### src/hdl/cfg_pkg.sv
`default_nettype none
package cfg_pkg;
  // Holding register indices, word addressed as seen by the bus master
  localparam logic [15:0] OFS_ADDR = 16'h9CB8;
  localparam logic [15:0] OFS_BAUD = 16'h9CB9;
  localparam logic [15:0] OFS_DAY = 16'hA02B;
  localparam logic [15:0] OFS_HOUR = 16'hA02C;
  localparam logic [15:0] OFS_MINUTE = 16'hA02D;
  localparam logic [15:0] OFS_SECOND = 16'hA02E;
  localparam logic [15:0] OFS_CMD = 16'hA411;
  localparam logic [15:0] OFS_ARG_A = 16'hA412;
  localparam logic [15:0] OFS_ARG_B = 16'hA413;

  // Address word layout
  localparam int ADDR_MSB = 15;
  localparam int ADDR_LSB = 8;
  localparam int PAR_MSB = 1;
  localparam int PAR_LSB = 0;
  localparam int STOP_BIT = 2;

  // Reset values
  localparam logic [15:0] RST_ADDR_WORD = 16'h0100;
  localparam logic [2:0] RST_BAUD = 3'h3;
  localparam logic [15:0] RST_DAY = 16'h0001;
  localparam logic [15:0] RST_ZERO = 16'h0000;

  // Command codes
  localparam logic [15:0] CMD_RESET = 16'h0001;
  localparam logic [15:0] CMD_SAVE = 16'h0002;
  localparam logic [15:0] CMD_FACTORY = 16'h0003;

  // Legal ranges
  localparam logic [15:0] DAY_MIN = 16'h0001;
  localparam logic [15:0] DAY_MAX = 16'h001F;
  localparam logic [15:0] HOUR_MAX = 16'h0017;
  localparam logic [15:0] MINSEC_MAX = 16'h003B;
  localparam logic [7:0] ADDR_MIN_REG = 8'h01;
  localparam logic [7:0] ADDR_MAX_REG = 8'hF7;
  localparam logic [5:0] ADDR_MAX_SW = 6'h3E;
  localparam logic [15:0] BAUD_MAX = 16'h0007;
  localparam logic [1:0] PAR_MAX = 2'h2;
  localparam logic [2:0] SW_BAUD_BASE = 3'h3;

  // Indicator timing
  localparam int CLK_HZ = 10_000_000;
  localparam int ACT_BLINK_MS = 50;
  localparam int FW_BLINK_MS = 250;
  localparam int ACT_BLINK_CYC = CLK_HZ / 1000 * ACT_BLINK_MS;
  localparam int FW_BLINK_CYC = CLK_HZ / 1000 * FW_BLINK_MS;

  // Power-up update sequencer
  typedef enum logic [1:0] {FW_CHECK, FW_IDLE, FW_BUSY} fw_state_t;
endpackage : cfg_pkg
`default_nettype wire

### src/hdl/dip_select.sv
`default_nettype none
module dip_select (
  // Switch field, index 0 is switch 1
  input wire logic [7:0] sw,
  // Stored settings
  input wire logic [7:0] reg_addr,
  input wire logic [2:0] reg_baud,
  // Chosen settings
  output logic [7:0] addr,
  output logic [2:0] baud,
  output logic from_store
);
  import cfg_pkg::*;

  // Switch 1 is the most significant address bit
  wire [5:0] sw_addr = {sw[0], sw[1], sw[2], sw[3], sw[4], sw[5]};
  // Top switch code is not honoured, only the stored path reaches 63 and up
  wire [5:0] sw_addr_lim = (sw_addr > ADDR_MAX_SW) ? ADDR_MAX_SW : sw_addr;
  wire [2:0] sw_baud = SW_BAUD_BASE + {1'b0, sw[6], sw[7]};

  // All switches at zero hands control to the stored settings
  assign from_store = (sw == 8'h00);
  assign addr = from_store ? reg_addr : {2'b00, sw_addr_lim};
  assign baud = from_store ? reg_baud : sw_baud;
endmodule : dip_select
`default_nettype wire

### src/hdl/led_blinker.sv
`default_nettype none
module led_blinker #(
  parameter int HALF_CYC = 500000
) (
  // Clock and reset
  input wire logic clk,
  input wire logic rst_n,
  // Activity in, indicator out
  input wire logic trig,
  output logic led
);
  localparam int CW = $clog2(2 * HALF_CYC + 1);
  localparam logic [CW-1:0] HOLD = CW'(2 * HALF_CYC);
  localparam logic [CW-1:0] HALF = CW'(HALF_CYC - 1);

  logic [CW-1:0] alive;
  logic [CW-1:0] phase;
  wire running = trig || (alive != '0);
  wire phase_end = (phase == HALF);

  // Keep-alive window so a single burst still gives a visible flash
  always_ff @(posedge clk)
  begin
    if (!rst_n)
    begin
      alive <= '0;
      phase <= '0;
      led <= 1'b0;
    end
    else
    begin
      alive <= trig ? HOLD : (alive != '0 ? alive - 1'b1 : alive);
      phase <= (!running || phase_end) ? '0 : phase + 1'b1;
      led <= running ? (phase_end ? !led : led) : 1'b0;
    end
  end
endmodule : led_blinker
`default_nettype wire

### src/hdl/modbus_config_command_status.sv
// Notes on behaviour
// - Command 1 resets, 2 saves, 3 restores factory
// - All switches zero: settings from stored memory
// - Addresses above 62 only through registers
// - Baud codes 0-2 and 7 only through registers
// - Master may rewrite address and baud registers
// - Full register map reachable over serial link
// - Power-up update from drive, configuration kept
// - Fault indicator blinks during firmware update
// - Fault indicator lit on enabled fault
// - Receive/transmit indicators blink on traffic
// - Relay indicator follows relay output
// - Baud register codes 0-7, default 3
// - Address upper byte, parity, stop bits
`default_nettype none
module modbus_config_command_status #(
  parameter int ACT_BLINK_CYC = cfg_pkg::ACT_BLINK_CYC,
  parameter int FW_BLINK_CYC = cfg_pkg::FW_BLINK_CYC,
  parameter int FAULTS = 8
) (
  // Clock and reset
  input wire logic CLK,
  input wire logic RST_N,
  // Register access from the serial link decoder
  input wire logic SER_WR,
  input wire logic SER_RD,
  input wire logic [15:0] SER_ADDR,
  input wire logic [15:0] SER_WDATA,
  output logic SER_ACK,
  output logic SER_ERR,
  // Register access from the configuration port
  input wire logic USB_WR,
  input wire logic USB_RD,
  input wire logic [15:0] USB_ADDR,
  input wire logic [15:0] USB_WDATA,
  output logic USB_ACK,
  output logic USB_ERR,
  // Read data shared by both access ports
  output logic [15:0] RD_DATA,
  // Front-panel switches, index 0 is switch 1
  input wire logic [7:0] DIP_SW,
  // Active serial settings
  output logic [7:0] BUS_ADDR,
  output logic [2:0] BAUD_CODE,
  output logic [1:0] PARITY,
  output logic STOP_TWO,
  output logic FROM_STORE,
  // Nonvolatile store
  input wire logic [15:0] NV_ADDR_WORD_IN,
  input wire logic [2:0] NV_BAUD_IN,
  output logic NV_SAVE,
  output logic [15:0] NV_ADDR_WORD_OUT,
  output logic [2:0] NV_BAUD_OUT,
  output logic SOFT_RESET,
  // Command parameters
  output logic [15:0] CMD_ARG_A,
  output logic [15:0] CMD_ARG_B,
  // Firmware update from removable drive
  input wire logic UPDATE_FILE,
  input wire logic UPDATE_DONE,
  output logic UPDATE_START,
  output logic UPDATE_BUSY,
  // Status sources
  input wire logic [FAULTS-1:0] FAULT_EVENT,
  input wire logic [FAULTS-1:0] FAULT_ENABLE,
  input wire logic RX_ACTIVE,
  input wire logic TX_ACTIVE,
  input wire logic RELAY_ACTIVE,
  // Front-panel indicators
  output logic LED_FAIL,
  output logic LED_RX,
  output logic LED_TX,
  output logic LED_DOUT
);
  import cfg_pkg::*;

  fw_state_t fw_state;
  logic [15:0] addr_word;
  logic [2:0] baud;
  logic [15:0] day;
  logic [15:0] hour;
  logic [15:0] minute;
  logic [15:0] second;
  logic [15:0] cmd;
  logic fw_blink;

  // Serial link wins a same-cycle collision; the other port's request is dropped unanswered
  wire ser_req = SER_WR || SER_RD;
  wire usb_req = !ser_req && (USB_WR || USB_RD);
  wire req_wr = ser_req ? SER_WR : USB_WR;
  wire req_any = ser_req || usb_req;
  wire [15:0] req_addr = ser_req ? SER_ADDR : USB_ADDR;
  wire [15:0] wd = ser_req ? SER_WDATA : USB_WDATA;

  // Address decode
  wire hit_addr = (req_addr == OFS_ADDR);
  wire hit_baud = (req_addr == OFS_BAUD);
  wire hit_day = (req_addr == OFS_DAY);
  wire hit_hour = (req_addr == OFS_HOUR);
  wire hit_min = (req_addr == OFS_MINUTE);
  wire hit_sec = (req_addr == OFS_SECOND);
  wire hit_cmd = (req_addr == OFS_CMD);
  wire hit_arg_a = (req_addr == OFS_ARG_A);
  wire hit_arg_b = (req_addr == OFS_ARG_B);
  wire hit_any = hit_addr || hit_baud || hit_day || hit_hour || hit_min || hit_sec
    || hit_cmd || hit_arg_a || hit_arg_b;

  // Value checks; a refused write leaves the register as it was
  wire addr_ok = (wd[ADDR_MSB:ADDR_LSB] >= ADDR_MIN_REG) && (wd[ADDR_MSB:ADDR_LSB] <= ADDR_MAX_REG)
    && (wd[PAR_MSB:PAR_LSB] <= PAR_MAX);
  wire baud_ok = (wd <= BAUD_MAX);
  wire day_ok = (wd >= DAY_MIN) && (wd <= DAY_MAX);
  wire hour_ok = (wd <= HOUR_MAX);
  wire ms_ok = (wd <= MINSEC_MAX);
  wire val_ok = hit_addr ? addr_ok : hit_baud ? baud_ok : hit_day ? day_ok
    : hit_hour ? hour_ok : (hit_min || hit_sec) ? ms_ok : 1'b1;
  wire fw_lock = (fw_state != FW_IDLE);
  wire wr_go = req_any && req_wr && hit_any && val_ok && !fw_lock;
  wire req_bad = !hit_any || (req_wr && (!val_ok || fw_lock));

  // Write strobes per register
  wire wr_addr = wr_go && hit_addr;
  wire wr_baud = wr_go && hit_baud;
  wire wr_cmd = wr_go && hit_cmd;
  wire do_reset = wr_cmd && (wd == CMD_RESET);
  wire do_save = wr_cmd && (wd == CMD_SAVE);
  wire do_factory = wr_cmd && (wd == CMD_FACTORY);
  wire nv_load = (fw_state == FW_CHECK);

  // Next values of the serial settings
  wire [15:0] addr_clean = {wd[ADDR_MSB:ADDR_LSB], 5'h00, wd[STOP_BIT], wd[PAR_MSB:PAR_LSB]};
  wire [15:0] next_addr_word = nv_load ? NV_ADDR_WORD_IN
    : do_factory ? RST_ADDR_WORD
    : do_reset ? NV_ADDR_WORD_OUT
    : wr_addr ? addr_clean : addr_word;
  wire [2:0] next_baud = nv_load ? NV_BAUD_IN
    : do_factory ? RST_BAUD
    : do_reset ? NV_BAUD_OUT
    : wr_baud ? wd[2:0] : baud;

  // Read mux; reserved bits read as zero
  wire [15:0] rd_mux = hit_addr ? addr_word
    : hit_baud ? {13'h0000, baud}
    : hit_day ? day : hit_hour ? hour : hit_min ? minute : hit_sec ? second
    : hit_cmd ? cmd : hit_arg_a ? CMD_ARG_A : hit_arg_b ? CMD_ARG_B : RST_ZERO;

  // Chosen address and baud from switches or store
  wire [7:0] sel_addr;
  wire [2:0] sel_baud;
  wire sel_store;

  dip_select u_dip (
    .sw(DIP_SW),
    .reg_addr(addr_word[ADDR_MSB:ADDR_LSB]),
    .reg_baud(baud),
    .addr(sel_addr),
    .baud(sel_baud),
    .from_store(sel_store)
  );

  // Settings registers
  always_ff @(posedge CLK)
  begin
    if (!RST_N)
    begin
      addr_word <= RST_ADDR_WORD;
      baud <= RST_BAUD;
    end
    else
    begin
      addr_word <= next_addr_word;
      baud <= next_baud;
    end
  end

  // Stored copy mirrors the nonvolatile memory
  always_ff @(posedge CLK)
  begin
    if (!RST_N)
    begin
      NV_ADDR_WORD_OUT <= RST_ADDR_WORD;
      NV_BAUD_OUT <= RST_BAUD;
      NV_SAVE <= 1'b0;
    end
    else
    begin
      NV_ADDR_WORD_OUT <= nv_load ? NV_ADDR_WORD_IN : (do_save ? addr_word : NV_ADDR_WORD_OUT);
      NV_BAUD_OUT <= nv_load ? NV_BAUD_IN : (do_save ? baud : NV_BAUD_OUT);
      NV_SAVE <= do_save;
    end
  end

  // Clock and command holding registers
  always_ff @(posedge CLK)
  begin
    if (!RST_N)
    begin
      day <= RST_DAY;
      hour <= RST_ZERO;
      minute <= RST_ZERO;
      second <= RST_ZERO;
      cmd <= RST_ZERO;
      CMD_ARG_A <= RST_ZERO;
      CMD_ARG_B <= RST_ZERO;
      SOFT_RESET <= 1'b0;
    end
    else
    begin
      day <= (wr_go && hit_day) ? wd : day;
      hour <= (wr_go && hit_hour) ? wd : hour;
      minute <= (wr_go && hit_min) ? wd : minute;
      second <= (wr_go && hit_sec) ? wd : second;
      cmd <= wr_cmd ? wd : cmd;
      CMD_ARG_A <= (wr_go && hit_arg_a) ? wd : CMD_ARG_A;
      CMD_ARG_B <= (wr_go && hit_arg_b) ? wd : CMD_ARG_B;
      SOFT_RESET <= do_reset;
    end
  end

  // Answers one cycle after the request is taken
  always_ff @(posedge CLK)
  begin
    if (!RST_N)
    begin
      SER_ACK <= 1'b0;
      SER_ERR <= 1'b0;
      USB_ACK <= 1'b0;
      USB_ERR <= 1'b0;
      RD_DATA <= RST_ZERO;
    end
    else
    begin
      SER_ACK <= ser_req;
      SER_ERR <= ser_req && req_bad;
      USB_ACK <= usb_req;
      USB_ERR <= usb_req && req_bad;
      RD_DATA <= (req_any && !req_wr) ? rd_mux : RD_DATA;
    end
  end

  // Power-up update check; the settings path is locked until it ends
  always_ff @(posedge CLK)
  begin
    if (!RST_N)
    begin
      fw_state <= FW_CHECK;
      UPDATE_START <= 1'b0;
    end
    else
    begin
      unique case (fw_state)
        FW_CHECK: fw_state <= UPDATE_FILE ? FW_BUSY : FW_IDLE;
        FW_BUSY: fw_state <= UPDATE_DONE ? FW_IDLE : FW_BUSY;
        FW_IDLE: fw_state <= FW_IDLE;
      endcase
      UPDATE_START <= (fw_state == FW_CHECK) && UPDATE_FILE;
    end
  end

  assign UPDATE_BUSY = (fw_state == FW_BUSY);

  // Registered serial settings and indicators
  always_ff @(posedge CLK)
  begin
    if (!RST_N)
    begin
      BUS_ADDR <= RST_ADDR_WORD[ADDR_MSB:ADDR_LSB];
      BAUD_CODE <= RST_BAUD;
      PARITY <= 2'h0;
      STOP_TWO <= 1'b0;
      FROM_STORE <= 1'b1;
      LED_FAIL <= 1'b0;
      LED_DOUT <= 1'b0;
    end
    else
    begin
      BUS_ADDR <= sel_addr;
      BAUD_CODE <= sel_baud;
      PARITY <= addr_word[PAR_MSB:PAR_LSB];
      STOP_TWO <= addr_word[STOP_BIT];
      FROM_STORE <= sel_store;
      LED_FAIL <= UPDATE_BUSY ? fw_blink : |(FAULT_EVENT & FAULT_ENABLE);
      LED_DOUT <= RELAY_ACTIVE;
    end
  end

  // Flashers for update and traffic
  led_blinker #(.HALF_CYC(FW_BLINK_CYC)) u_fw_blink (
    .clk(CLK),
    .rst_n(RST_N),
    .trig(UPDATE_BUSY),
    .led(fw_blink)
  );

  led_blinker #(.HALF_CYC(ACT_BLINK_CYC)) u_rx_blink (
    .clk(CLK),
    .rst_n(RST_N),
    .trig(RX_ACTIVE),
    .led(LED_RX)
  );

  led_blinker #(.HALF_CYC(ACT_BLINK_CYC)) u_tx_blink (
    .clk(CLK),
    .rst_n(RST_N),
    .trig(TX_ACTIVE),
    .led(LED_TX)
  );

  // Checks on the command, selection and indicator paths
  property p_cmd_save;
    @(posedge CLK) disable iff (!RST_N)
    do_save |=> NV_SAVE && (NV_ADDR_WORD_OUT == $past(addr_word));
  endproperty
  a_cmd_save: assert property (p_cmd_save) else $error("save command lost");

  property p_cmd_factory;
    @(posedge CLK) disable iff (!RST_N)
    do_factory |=> (addr_word == RST_ADDR_WORD) && (baud == RST_BAUD) ##1 BAUD_CODE == RST_BAUD
      || (DIP_SW != 8'h00);
  endproperty
  a_cmd_factory: assert property (p_cmd_factory) else $error("factory restore wrong");

  property p_cmd_reset;
    @(posedge CLK) disable iff (!RST_N)
    do_reset |=> SOFT_RESET ##1 !SOFT_RESET || do_reset;
  endproperty
  a_cmd_reset: assert property (p_cmd_reset) else $error("reset pulse wrong");

  property p_store_sel;
    @(posedge CLK) disable iff (!RST_N)
    (DIP_SW == 8'h00) |=> (BUS_ADDR == $past(addr_word[ADDR_MSB:ADDR_LSB])) && FROM_STORE;
  endproperty
  a_store_sel: assert property (p_store_sel) else $error("store path not used");

  property p_sw_addr;
    @(posedge CLK) disable iff (!RST_N)
    (DIP_SW != 8'h00) |=> (BUS_ADDR <= 8'h3E) && (BAUD_CODE >= 3'h3) && (BAUD_CODE <= 3'h6);
  endproperty
  a_sw_addr: assert property (p_sw_addr) else $error("switch setting out of set");

  property p_day_range;
    @(posedge CLK) disable iff (!RST_N)
    (SER_WR && hit_day && (SER_WDATA == 16'h0000)) |=> SER_ERR && $stable(day);
  endproperty
  a_day_range: assert property (p_day_range) else $error("bad day taken");

  property p_fw_keep;
    @(posedge CLK) disable iff (!RST_N)
    UPDATE_BUSY |=> $stable(addr_word) && $stable(baud);
  endproperty
  a_fw_keep: assert property (p_fw_keep) else $error("settings changed in update");

  property p_fail_led;
    @(posedge CLK) disable iff (!RST_N)
    (!UPDATE_BUSY && |(FAULT_EVENT & FAULT_ENABLE)) |=> LED_FAIL;
  endproperty
  a_fail_led: assert property (p_fail_led) else $error("fault not shown");

  property p_dout_led;
    @(posedge CLK) disable iff (!RST_N)
    RELAY_ACTIVE [*2] |-> ##1 LED_DOUT;
  endproperty
  a_dout_led: assert property (p_dout_led) else $error("relay indicator off");
endmodule : modbus_config_command_status
`default_nettype wire
### config.mk
export PLATFORM = sky130hd
export DESIGN_NAME = modbus_config_command_status
export DESIGN_NICKNAME = d
export VERILOG_FILES = /design/src/hdl/cfg_pkg.sv /design/src/hdl/dip_select.sv /design/src/hdl/led_blinker.sv /design/src/hdl/modbus_config_command_status.sv
export SDC_FILE = /design/constraint.sdc
export NUM_CORES = 1
export LEC_CHECK = 0
export ABC_CLOCK_PERIOD_IN_PS = 6100
export BUFFER_PORTS_ARGS = -buffer_cell sky130_fd_sc_hd__buf_2
export CORE_MARGIN = 2
export CORE_UTILIZATION = 60
export CTS_BUF_LIST = sky130_fd_sc_hd__clkbuf_2 sky130_fd_sc_hd__clkbuf_4 sky130_fd_sc_hd__clkbuf_8
export DETAILED_ROUTE_END_ITERATION = 12
export PLACE_DENSITY = 0.8
export REMOVE_ABC_BUFFERS = 1
export SYNTH_ARGS = -nofsm -noshare
export SYNTH_HDL_FRONTEND = slang
export SYNTH_SLANG_ARGS = --single-unit
### constraint.sdc
create_clock -name CLK -period 6.1 [get_ports CLK]
set_input_delay 0.61 -clock CLK [delete_from_list [all_inputs] [get_ports CLK]]
set_output_delay 0.61 -clock CLK [all_outputs]
set_load 0.005 [all_outputs]
== Yosys cells after proc, flatten, opt, wreduce, memory -nomap -nowiden ==
Index checks and enable logic that the tools add are counted.
W data, S select, Z words.
Cells by class
  equality and inequality tests: 18
  $add $sub $neg: 7
  reductions and logical operators: 78
  order comparisons: 9
  bitwise gates (word level): 2
  multiplexer cells: 42
Operators with widths (number)
  $mux W16: 17
  $eq A16 B16 Y1 const B: 9
  $mux W20: 4
  $mux W23: 2
  $add A20 B1 Y20 const B: 2
  $eq A20 B19 Y1 const B: 2
  $reduce_bool A20 Y1: 2
  $sub A20 B1 Y20 const B: 2
  $eq A16 B2 Y1 const B: 2
  $le A16 B5 Y1 const B: 2
  $logic_and A1 B1 Y1: 25
  $add A23 B1 Y23 const B: 1
  $eq A23 B22 Y1 const B: 1
  $reduce_bool A23 Y1: 1
  $sub A23 B1 Y23 const B: 1
  $mux W3: 7
  $logic_or A1 B1 Y1: 20
  $eq A16 B1 Y1 const B: 1
  $ge A16 B1 Y1 const B: 1
  $le A16 B3 Y1 const B: 1
  $le A16 B6 Y1 const B: 1
  $mux W6: 2
  $reduce_or A2 Y1: 6
  $logic_not A1 Y1: 11
  other kinds (19): 33
Storage, ports and cells
  logic and storage cells: 196
  flip-flop bits (word level): 321
  bits of input ports: 118

== Depth between registers and ports, before layout ==
Gate-level depths: netlist (run 1).
  depth in word-level cells: 19
  depth in mapped cells: 12
  gate-level depth less buffers: 10

== By module ==
Synthesis (run 1) repeated with hierarchy kept, for this count alone.
Unflattened totals
  cells, all modules: 1845
  area, all modules: 15817.7 µm²
Modules (own cells, without submodules)
  modbus_config_command_status: instances 1, seq. area each 3843.7 µm², cells an instance 1067, area an instance 8887.3 µm²
  led_blinker (u_rx_blink ...): instances 2, seq. area each 820.8 µm², cells an instance 235, area an instance 2158.3 µm²
  led_blinker (u_fw_blink): instances 1, seq. area each 940.9 µm², cells an instance 288, area an instance 2442.3 µm²
  dip_select: instances 1, seq. area each 0.0 µm², cells an instance 20, area an instance 171.4 µm²

== Least setup slack after synthesis (run 1) ==
OpenSTA, ideal clock, no wires.
  kind: input to register
  start: input port USB_ADDR[8]
  end: register cmd[10]
  library setup time: 0.128 ns
  stages: 10
  data arrival time: 3.183 ns
  path slack: 2.789 ns
  required time: 5.972 ns
  path buffers: 2
  cell sequence: or4b_4 > or4_4 > a2111o_1 > a2bb2oi_1 > and3_4 > buf_6 > o211ai_4 > buf_8 > mux2i_1 > nor2_1
Between the ends
  longest elaborated chain between the ends: 14
RTL lines
  start, declared: line modbus_config_command_status.sv:34  | input wire logic [15:0] USB_ADDR,
  $mux W16 (*): line modbus_config_command_status.sv:92  | wire [15:0] req_addr = ser_req ? SER_ADDR : USB_ADDR;
  branches (longest 12 deep; another with $eq A16 B16 Y1)
  $logic_and A1 B1 Y1 (*): line modbus_config_command_status.sv:124  | wire wr_cmd = wr_go && hit_cmd;
  end signal, assigned: line modbus_config_command_status.sv:213  | cmd <= wr_cmd ? wd : cmd;
  end, declared: line modbus_config_command_status.sv:84  | logic [15:0] cmd;
Every way passes the cells marked *.
A chain may end at the register's enable or synchronous reset.

== Worst setup path in the final report (run 1) ==
  start: input port SER_RD
  end: register addr_word[8]
Between the ends
  longest elaborated chain between the ends: 19
RTL lines
  start, declared: line modbus_config_command_status.sv:26  | input wire logic SER_RD,
  $logic_or A1 B1 Y1 (*): line modbus_config_command_status.sv:88  | wire ser_req = SER_WR || SER_RD;
  branches (longest 18 deep; another with $le A16 B6 Y1)
  end signal, assigned: line modbus_config_command_status.sv:171  | addr_word <= next_addr_word;
  end, declared: line modbus_config_command_status.sv:78  | logic [15:0] addr_word;
Every way passes the cells marked *. The select of a mux whose other input is x is not followed.

==> impl_results.md, run 1 <==
- Number of flops mapped to enable cells by yosys: 0
- Power Dens Cells: 322 nW/um^2
- Worst Tran Pin Value: 1.24 ns
- Setup-failing EPs final: 0
- Yosys reg bits: 321
- Adder-Cell Fraction of Synth Area: 0.855%
- Row count: between 50 and 60
- Syn Area/Cell: between 8 and 9 sq um
- CTS tree: yes
- Hold Vio Cnt, Final: 0
- Leakage: ~7 nW
- Total of max-cap violations: 0
- I/O pin total: approximately 210
- Final Non-Filler Cells: between 2000 and 2500
- Top sig layer: met4
- DRT antenna net count: 0
- DRC Markers: 0
- Mapped Area: ~15000 sq um
- Met2 routed WL: 18.1 mm
- Util after Layout: around 70%
- Unique cell type count in the Yosys netlist: 81
- PortBufs: 211
- Starting Density: approximately three fifths
- Crit. End Element: flip-flop
- Global-route wire length before repair: 64.8 mm
- Final TNS setup: 0 ns
- Placed cells: ~2100
- Peak supply drop: 177 uV
- Setup repair bufs after CTS: 0
- GRT overflow: 0
- Critical path's slowest cell: a31oi_2
- DRT Wirelength: a little over 40 mm
- Via count: around 14000
- Critical path's largest stage delay: roughly 0.97 ns
- Largest net degree at the start of global routing: 78
- Routed WL per cell: 18.4 um
- Fillers: approximately 2000
- FMAX: around 0.28 GHz
- Vias in the first global route: between 10000 and 15000
- Register area: 6430 sq um
- M1 WL: about 18 mm
- Min Clock Period, post-route: roughly 3.6 ns
- Asr flop ratio synth: 0%
- Clock Tree Buf Depth: 3
- Setup Skew: approximately 0.031 ns
- Initial drt markers: approximately 1400
- Synth Area in Compound Gates: 15.5%
- Area of the multi-input gates: between 7000 and 8000 sq um
- Final period utilization: 58.7%
- Worst skew pair latency: 0.59 ns
- Clk sinks: 321
- Simple-gate portion of the synthesized area: 23.5%
- Die Span X: approximately 160 um
- Run status: completed
- Total CTS buffers: 52
- CP Class: primary input to flip-flop
- Core ar.: roughly 24000 sq um
- Crit path cell chain: buf_2 -> nor2_2 -> buf_4 -> nand4_1 -> a222oi_1 -> a2bb2oi_1 -> nand3_1 -> a31oi_2 -> o21ai_0 -> o221ai_1
- Layout cells sized above 1: 19.3%
- Initial antenna violation count: 2
- RSZ-0062 raised after global routing: false
- Worst EP required: between 6 and 7 ns
- Warnings, synthesis: 0
- Largest family of logic cells by synthesized area: simple AND/OR/NAND/NOR gates
- Ys flop type: dfxtp_1
- Met3 wire length: between 3 and 4 mm
- Xor and xnor area share after synthesis: ~6.4%
- First-pass DRT Iterations: 7
- Area Growth Syn to Fin: 15.4%
- DP HPWL: between 20 and 30 mm
- Arrival time at the worst endpoint: around 4.1 ns
- GP Congestion: about 0.97
- Clock-pin slew of the registers on the worst-case setup and hold paths: around 0.060 ns
- Cts repair resizes: 0
- Worst min path class: primary input to flip-flop
- Multiplexer share of the synthesized area: roughly 5.7%
- Die area: 25700 sq um
- Mean number of vias per cell: about 6
- Peak fanout along the critical path: 32
- Pins Over Slew Limit: 0
- Final worst setup slack: approximately 2.5 ns
- GRT Overall Usage: roughly 30%
- Gate Count Post-Synth: 1669
- Rel. slew slack: roughly 17%
- Register area share after synthesis: between 40% and 50%
- Setup slack after placement: between 2 and 2.5 ns
- Height of the die: between 150 and 200 um
- H-tree depth: 2
- Nets@finish: just under 2000
- Critical Path Start Type: primary input
- CTS root buffer: clkbuf_8
- Hold_buf cts: 0
[cells in the mapped netlist, types with 20 or more instances]
cell type	instances	area [sq um]
xnor2_1	58	508
mux2i_1	79	791
nand3_1	41	205
a31oi_1	30	188
o21ai_0	77	385
nor4_1	33	206
o211ai_1	28	210
a21oi_1	42	210
inv_1	37	139
nor3_1	47	235
a211oi_1	20	150
and3_1	58	363
nor2_1	222	833
clkbuf_1	59	221
nand4_1	23	144
xor2_1	49	429
nand2_1	179	672
dfxtp_1	321	6430
a221oi_1	31	272
[final timing paths]
| path | start | slack, ns | to | depth (start not counted) |
|---|---|---|---|---|
| worst max-delay path | SER_RD | 2.52 | addr_word[8]$_SDFFE_PN1P_ | 10 |
| worst min-delay path | RELAY_ACTIVE | 0.24 | LED_DOUT$_SDFF_PN0_ | 2 |
| worst max register to register | u_fw_blink.alive[15]$_SDFFE_PP0P_ | 2.60 | u_fw_blink.phase[13]$_SDFF_PP0_ | 7 |
| worst min register to register | u_tx_blink.phase[0]$_SDFF_PP0_ | 0.47 | u_tx_blink.phase[0]$_SDFF_PP0_ | 1 |
[stage by stage]
stage	hold WS [ns]	instance area, sq um	power [mW]
floorplan	0.426	14200	3.19
global placement	0.440	15800	3.49
detailed placement	0.459	15800	3.53
CTS	0.213	16900	5.44
global route	0.240	16900	5.67
finish	0.236	16900	5.44
[where the power goes]
group          switching (mW)  internal, mW  total (mW)
registers               0.165          2.27        2.44
clock network           0.860          1.05        1.91
logic                   0.653         0.434        1.09
total                    1.68          3.76        5.44
[per-layer routing]
layer / vias to the layer above / track usage, %
met4: 0 / 12.8
met5: - / 0
met3: 105 / 6.81
met1: 6417 / 41.8
li1: 6395 / -
met2: 604 / 47.8
[registers in the layout (all words and copies together), names as in the netlist, 2 cells and up]
| register | count |
|---|---|
| u_tx_blink.phase | 20 |
| minute | 16 |
| BAUD_CODE | 3 |
| baud | 3 |
| day | 16 |
| CMD_ARG_B | 16 |
| CMD_ARG_A | 16 |
| NV_ADDR_WORD_OUT | 16 |
| u_rx_blink.phase | 20 |
| u_fw_blink.phase | 23 |
| cmd | 16 |
| second | 16 |
| u_tx_blink.alive | 20 |
| BUS_ADDR | 8 |
| addr_word | 16 |
| u_fw_blink.alive | 23 |
| fw_state | 2 |
| NV_BAUD_OUT | 3 |
| hour | 16 |
| PARITY | 2 |
| RD_DATA | 16 |
| u_rx_blink.alive | 20 |
[critical path: cells and delay by family]
| family | cells | cell delay [ns] |
|---|---|---|
| compound gates | 5 | 2.20 |
| simple gates | 3 | 0.71 |
| buf+inv | 2 | 0.53 |
[cell usage in the layout, fill, tap and decap left out, types with 23 or more instances in the layout]
cell,count
dfxtp_1,321
a221oi_1,31
a31oi_1,29
o21ai_0,77
mux2i_1,79
nand2_1,179
xnor2_1,58
o211ai_1,28
nor4_1,33
nand4_1,23
nor2_1,221
xor2_1,49
nor3_1,47
inv_1,37
clkbuf_8,63
nand3_1,41
and3_1,58
buf_2,210
a21oi_1,42
[kinds of logic (layout without fill, tap and decap cells)]
logic type,after synthesis,after routing
other cells,0,2
xor+xnor,107,107
mux,83,83
simple gates,699,699
flops,321,321
compound gates,317,317
fa+ha+maj,10,10
buf+inv,132,362
[cell type report]
cell class	instances	area share, %
multi-input combinational	1216	45.2
inverter	40	0.889
clock inverter	11	0.437
clock buffer	82	5.98
sequential	321	38.0
tap	324	2.40
timing repair buffer	229	7.07
antenna	2	0.0296
Note: power is estimated with default switching activity, not from simulation.
==> inputs of run 2 (changes only) <==
--- a/config.mk
+++ b/config.mk
@@ -5,13 +5,13 @@
 export SDC_FILE = /design/constraint.sdc
 export NUM_CORES = 1
 export LEC_CHECK = 0
-export ABC_CLOCK_PERIOD_IN_PS = 6100
+export ABC_CLOCK_PERIOD_IN_PS = 3500
 export BUFFER_PORTS_ARGS = -buffer_cell sky130_fd_sc_hd__buf_2
 export CORE_MARGIN = 2
-export CORE_UTILIZATION = 60
+export CORE_UTILIZATION = 59
 export CTS_BUF_LIST = sky130_fd_sc_hd__clkbuf_2 sky130_fd_sc_hd__clkbuf_4 sky130_fd_sc_hd__clkbuf_8
 export DETAILED_ROUTE_END_ITERATION = 12
-export PLACE_DENSITY = 0.8
+export PLACE_DENSITY = 0.79
 export REMOVE_ABC_BUFFERS = 1
 export SYNTH_ARGS = -nofsm -noshare
 export SYNTH_HDL_FRONTEND = slang
==> constraint.sdc (replaced) <==
create_clock -name CLK -period 3.5 [get_ports CLK]
set_input_delay 0.35 -clock CLK [delete_from_list [all_inputs] [get_ports CLK]]
set_output_delay 0.35 -clock CLK [all_outputs]
set_load 0.005 [all_outputs]
==> run 2 against run 1 <==
Compared with the run above: global-route usage shrank 0.29 points; clock power grew 65%; critical path type is now flip-flop to flip-flop; routed wire length grew 0.59%; worst hold slack lost 0.21 ns.
==> impl_results.md, run 2 (same netlist as run 1, synthesis figures left out) <==
- Run status: completed
- Setup Skew: between 0.015 and 0.02 ns
- Clk pwr share: between 30% and 40%
- Die area: about 26000 sq um
- Hold Vio Cnt, Final: 0
- Vias in the first global route: about 13000
- Starting Density: about three fifths
- Peak fanout along the critical path: 23
- Crit path cell chain: or4_1 -> nor4_1 -> nand4b_1 -> nand2b_1 -> o21ai_0 -> or2_2 -> nor2_1
- Clock-pin slew of the registers on the worst-case setup and hold paths: 0.06 ns
- Setup repair bufs after CTS: 0
- GP Congestion: about 1
- CP Launch Point: u_fw_blink.alive[4]$_SDFFE_PP0P_
- Top Registers: u_fw_blink.alive (23), u_fw_blink.phase (23)
- Total of max-cap violations: 0
- Sw Ratio: roughly 31%
- Die Span X: 162 um
- DP HPWL: a little under 30 mm
- Leakage: 7.39 nW
- PortBufs: 211
- CP bufs+invs: 0
- Area Growth Syn to Fin: 17.7%
- Critical Path Start Type: flip-flop
- R2r setup slk: approximately 0.46 ns
- Arrival time at the worst endpoint: approximately 3.5 ns
- Total CTS buffers: 51
- CP delay by family, top: simple AND/OR/NAND/NOR gates
- Layout cells sized above 1: about 21%
- GRT overflow: 0
- Worst skew pair latency: ~0.57 ns
- CP Class: flip-flop to flip-flop
- Clock Tree Buf Depth: 3
- Util after Layout: a little under three quarters
- Fillers: a little under 2000
- Height of the die: between 150 and 200 um
- Mean number of vias per cell: roughly 6.0
- RSZ-0062 raised after global routing: false
- Commonest non-fill, non-tap cell in the layout: dfxtp_1
- Global-route wire length before repair: between 60 and 70 mm
- Final Non-Filler Cells: 2260
- Pint: roughly 6.5 mW
- Worst Hold Margin: 0.0212 ns
- R2R Path Start: u_fw_blink.alive[4]$_SDFFE_PP0P_
- Worst Tran Pin Value: 0.884 ns
- DRT Wirelength: between 40 and 50 mm
- Largest net degree at the start of global routing: 67
- Row count: 57
- Initial antenna violation count: 1
- Hold_buf cts: 1
- CTS tree: yes
- Commonest cells after routing, fill and taps aside: dfxtp_1, nor2_1, buf_2
- Final period utilization: between 80% and 90%
- Placed cells: 2168
- Pins Over Slew Limit: 0
- Power Dens Cells: 545 nW/um^2
- First-pass DRT Iterations: 9
- Routed WL per cell: ~18 um
- Peak supply drop: between 300 and 400 uV
- Nets@finish: 2026
- HP Start: TX_ACTIVE
- Clk sinks: approximately 320
- Core ar.: ~24000 sq um
- P_sw: a little under 3 mW
- DRT antenna net count: 0
- GRT Overall Usage: between 30 and 40%
- Rel. slew slack: between 40% and 50%
- DRC Markers: 0
- Via count: 13600
- H-tree depth: 2
- Initial drt markers: roughly 1100
- Setup-failing EPs final: 0
- CTS root buffer: clkbuf_8
- Min Clock Period, post-route: between 3 and 4 ns
- Total power: approximately 9.4 mW
- Critical path's slowest cell: or4_1
- FMAX: roughly 0.33 GHz
- Cts repair resizes: 0
- Crit. End Element: flip-flop
- Worst EP required: 3.93 ns
- I/O pin total: about 210
- Critical path's largest stage delay: 0.59 ns
- Worst min path class: primary input to flip-flop
- Reg power frac: approximately 45%
- Combinational fraction of design power: about a fifth
## run 2: worst register-to-register path: cells and delay by family (launching register included)
| kind | cells | cell delay (ns) |
|---|---|---|
| simple gates | 6 | 2.24 |
| flops | 1 | 0.36 |
| compound gates | 1 | 0.29 |
## run 2: power by group through the flow
stage	registers, mW	logic (mW)	clock network, mW
after detailed placement	4.31	1.94	0
after CTS	4.24	1.96	3.20
final	4.26	1.98	3.16
after global routing	4.28	2.18	3.37
after floorplan	4.24	1.32	0
after global placement	4.30	1.89	0
## run 2: path summary, 6_finish.rpt
check                                           to  depth (start not counted)
hold reg to reg     u_tx_blink.phase[0]$_SDFF_PP0_                          1
setup / recovery   u_fw_blink.phase[14]$_SDFF_PP0_                          7
setup reg to reg   u_fw_blink.phase[14]$_SDFF_PP0_                          7
hold / removal    u_tx_blink.alive[6]$_SDFFE_PN0N_                          2
## run 2: area by class of cell
cell class | instances | area (sq um) | share of cell area [%]
Sequential cell | 321 | 6430 | 37.3
Timing Repair Buffer | 268 | 1600 | 9.29
Antenna cell | 1 | 2.50 | 0.0145
Multi-Input combinational cell | 1216 | 7630 | 44.3
Inverter | 40 | 150 | 0.871
Clock inverter | 16 | 97.6 | 0.566
Clock buffer | 74 | 925 | 5.37
Tap cell | 324 | 405 | 2.35
## run 2: metrics by stage
step | instance area, sq um | setup slack (ns) | setup TNS, ns
6_report | 17200 | 0.455 | 0
2_1_floorplan | 14200 | -1.81 | -83.23
3_3_place_gp | 16200 | 0.137 | 0
5_1_grt | 17200 | 0.279 | 0
4_1_cts | 17200 | 0.515 | 0
3_5_place_dp | 16200 | 0.0525 | 0
## run 2: per-layer routing
layer	GRT usage [%]	vias up	part of all wire, %
li1	-	6461	-
met4	11.4	0	3.1
met1	42.7	6472	44
met2	47.0	593	44
met5	0	-	0
met3	5.93	91	9.2
==> inputs of run 3 (changes only) <==
--- a/config.mk
+++ b/config.mk
@@ -5,13 +5,14 @@
 export SDC_FILE = /design/constraint.sdc
 export NUM_CORES = 1
 export LEC_CHECK = 0
+export ABC_AREA = 1
 export ABC_CLOCK_PERIOD_IN_PS = 3500
 export BUFFER_PORTS_ARGS = -buffer_cell sky130_fd_sc_hd__buf_2
 export CORE_MARGIN = 2
-export CORE_UTILIZATION = 59
+export CORE_UTILIZATION = 60
 export CTS_BUF_LIST = sky130_fd_sc_hd__clkbuf_2 sky130_fd_sc_hd__clkbuf_4 sky130_fd_sc_hd__clkbuf_8
 export DETAILED_ROUTE_END_ITERATION = 12
-export PLACE_DENSITY = 0.79
+export PLACE_DENSITY = 0.8
 export REMOVE_ABC_BUFFERS = 1
 export SYNTH_ARGS = -nofsm -noshare
 export SYNTH_HDL_FRONTEND = slang
==> run 3 against run 2 <==
Compared with the run above: fmax rose by 2.8%; synthesized area rose by 6.2%; synthesized cell count grew 35%.
==> impl_results.md, run 3 <==
- CTS tree: yes
- Mean number of vias per cell: 5.47
- Commonest cells post-synth: nand2_1, dfxtp_1, nor2_1, inv_1, a21oi_1
- Syn Area/Cell: 6.89 sq um
- Clock-pin slew of the registers on the worst-case setup and hold paths: about 0.06 ns
- Global-route wire length before repair: between 60 and 70 mm
- Most frequent cell after synthesis: nand2_1
- M2 GR Usage: 52.4%
- Fillers: between 2000 and 2500
- I/O pin total: ~210
- Final Non-Filler Cells: 2846
- Clock Tree Buf Depth: 3
- Top Registers: u_fw_blink.alive (23), u_fw_blink.phase (23)
- Initial drt markers: ~1500
- Unique cell type count in the Yosys netlist: 56
- Warnings, synthesis: 0
- Vias in the first global route: about 14000
- Height of the die: ~160 um
- GR Util met1: between 40 and 50%
- Nets@finish: between 2000 and 3000
- Pins Over Slew Limit: 0
- Peak supply drop: a little under 500 uV
- CP Class: primary input to flip-flop
- Yosys reg bits: 321
- Cts repair resizes: 0
- Register area: around 6400 sq um
- DP HPWL: between 30 and 40 mm
- Run status: completed
- GRT overflow: 0
- Global Route met3 Usage: under 10%
- Final period utilization: between 80 and 90%
- Starting Density: 61.4%
- Hold Vio Cnt, Final: 0
- Total of max-cap violations: 0
- Setup Skew: 0.0280 ns
- Worst min path class: primary input to flip-flop
- Via count: roughly 16000
- FMAX: between 0.3 and 0.4 GHz
- Asr flop ratio synth: 0%
- RSZ-0062 raised after global routing: false
- DRT antenna net count: 0
- Commonest non-fill, non-tap cell in the layout: nand2_1
- Area of the multi-input gates: roughly 7600 sq um
- H-tree depth: 2
- Initial antenna violation count: 6
- Busiest layer in global routing: met2
- Die Span X: around 160 um
- GP Congestion: between 0.9 and 1
- GRT Overall Usage: roughly a third
- Critical Path Start Type: primary input
- Crit. End Element: flip-flop
- Mapped Area: around 16000 sq um
- First-pass DRT Iterations: 6
- Total power: 9.60 mW
- Arrival time at the worst endpoint: around 3.4 ns
- Number of flops mapped to enable cells by yosys: 0
- Worst skew pair latency: 0.58 ns
- Yosys top cell by area: dfxtp_1
- Routed WL per cell: 15.3 um
- Largest net degree at the start of global routing: roughly 140
- Synth area leaders: dfxtp_1, nand2_1, nor2_1
- CTS root buffer: clkbuf_8
- Placed cells: 2747
- PortBufs: 211
- Worst Hold Margin: roughly 0.024 ns
- Core ar.: approximately 25000 sq um
- Setup-failing EPs final: 0
- Die area: 27200 sq um
- Gate Count Post-Synth: 2256
- Commonest cells after routing, fill and taps aside: nand2_1, dfxtp_1, nor2_1
- Util after Layout: between 70% and 80%
- Clk sinks: 321
- Worst EP required: around 3.9 ns
- Layout cells sized above 1: between 10% and 20%
- Total CTS buffers: 52
- Area Growth Syn to Fin: 16.0%
- Yosys top cell area share: around 41%
- DRC Markers: 0
- Power Dens Cells: 533 nW/um^2
- Rel. slew slack: 48.8%
- Ys flop type: dfxtp_1
- Leakage: 8.40 nW
- Register area share after synthesis: about two fifths
- Peak fanout along the critical path: 22
- DRT Wirelength: ~43 mm
- Min Clock Period, post-route: 2.96 ns
- Worst Tran Pin Value: approximately 0.76 ns
- Row count: slightly below 60
-- run 3: changes by cell type after synthesis, moves of 22 or more --
cell and delta:
mux2i_1 -79, o21ai_0 +83, xnor2_1 -47, inv_1 +250, a221oi_1 -27, nor2_1 +81
xor2_1 -22, nand2_1 +282, nand3_1 +100, a21oi_1 +122, and3_1 -58
-- run 3: final cells by class --
type	instances	area share, %
Clock buffer	82	5.67
Antenna cell	2	0.0278
Timing Repair Buffer	249	7.65
Inverter	303	6.31
Tap cell	330	2.29
Sequential cell	321	35.6
Clock inverter	11	0.465
Multi-Input combinational cell	1548	41.9
-- run 3: path summary, 6_finish.rpt --
kind / depth (start not counted) / from / endpoint / slack, ns
max reg2reg: 13 / u_tx_blink.phase[0]$_SDFF_PP0_ / u_tx_blink.phase[18]$_SDFF_PP0_ / 0.55
min reg2reg: 1 / u_tx_blink.phase[0]$_SDFF_PP0_ / u_tx_blink.phase[0]$_SDFF_PP0_ / 0.45
max: 19 / SER_RD / addr_word[3]$_SDFFE_PN0P_ / 0.54
min: 3 / DIP_SW[4] / BUS_ADDR[1]$_SDFF_PN0_ / 0.02
-- run 3: where the power goes --
group,switching [mW],leakage (nW),internal (mW)
Combinational,1.33,5.19,0.683
Sequential,0.227,2.61,3.94
Clock,1.49,0.599,1.93
-- run 3: repair_timing --
item                                    4_1_cts  5_1_grt
endpoints found under the setup margin        0        0
hold endpoints to repair                      4        0
hold buffers                                  4        0
buffers inserted                              0        0
-- run 3: critical path, stage by stage --
cell and delay (ns):
buf_2 0.13, inv_1 0.08, nand2_2 0.26, o21ai_0 0.56, nand2_1 0.10, nor2_1 0.17, nand2_1 0.13, inv_2 0.09
nand2_1 0.06, nand2_1 0.06, nand2_1 0.09, a21oi_4 0.18, nand2_4 0.11, nor2_8 0.20, nand3_2 0.16, nand2_1 0.32
nor2_1 0.10, nor2_1 0.14, a21oi_1 0.08
-- run 3: cells by family (layout without fill, tap and decap cells) --
kind of cell	after synthesis	count (layout)	share of synthesized area (%)
AOI/OAI and AO/OA	430	430	15.5
DFF	321	321	41.3
and+or+nand+nor	1070	1070	30.2
xor gates and xnor gates	38	38	2.14
buffers and inverters	387	645	10.0
adders and majority gates	10	10	0.805
other	0	2	0
-- run 3: routing by layer --
metal	wire [um]	share of wire (%)
met1	18600	43
met5	34	0.078
met2	19800	46
met4	1580	3.6
met3	3430	7.9
-- run 3: per-stage QoR --
step	cell area, sq um	setup WS (ns)	TNS, ns
final	18000	0.539	0
after global routing	18000	0.269	0
after CTS	18000	0.585	0
after detailed placement	16900	0.120	0
after global placement	16900	0.165	0
after floorplan	15100	-0.907	-37.36
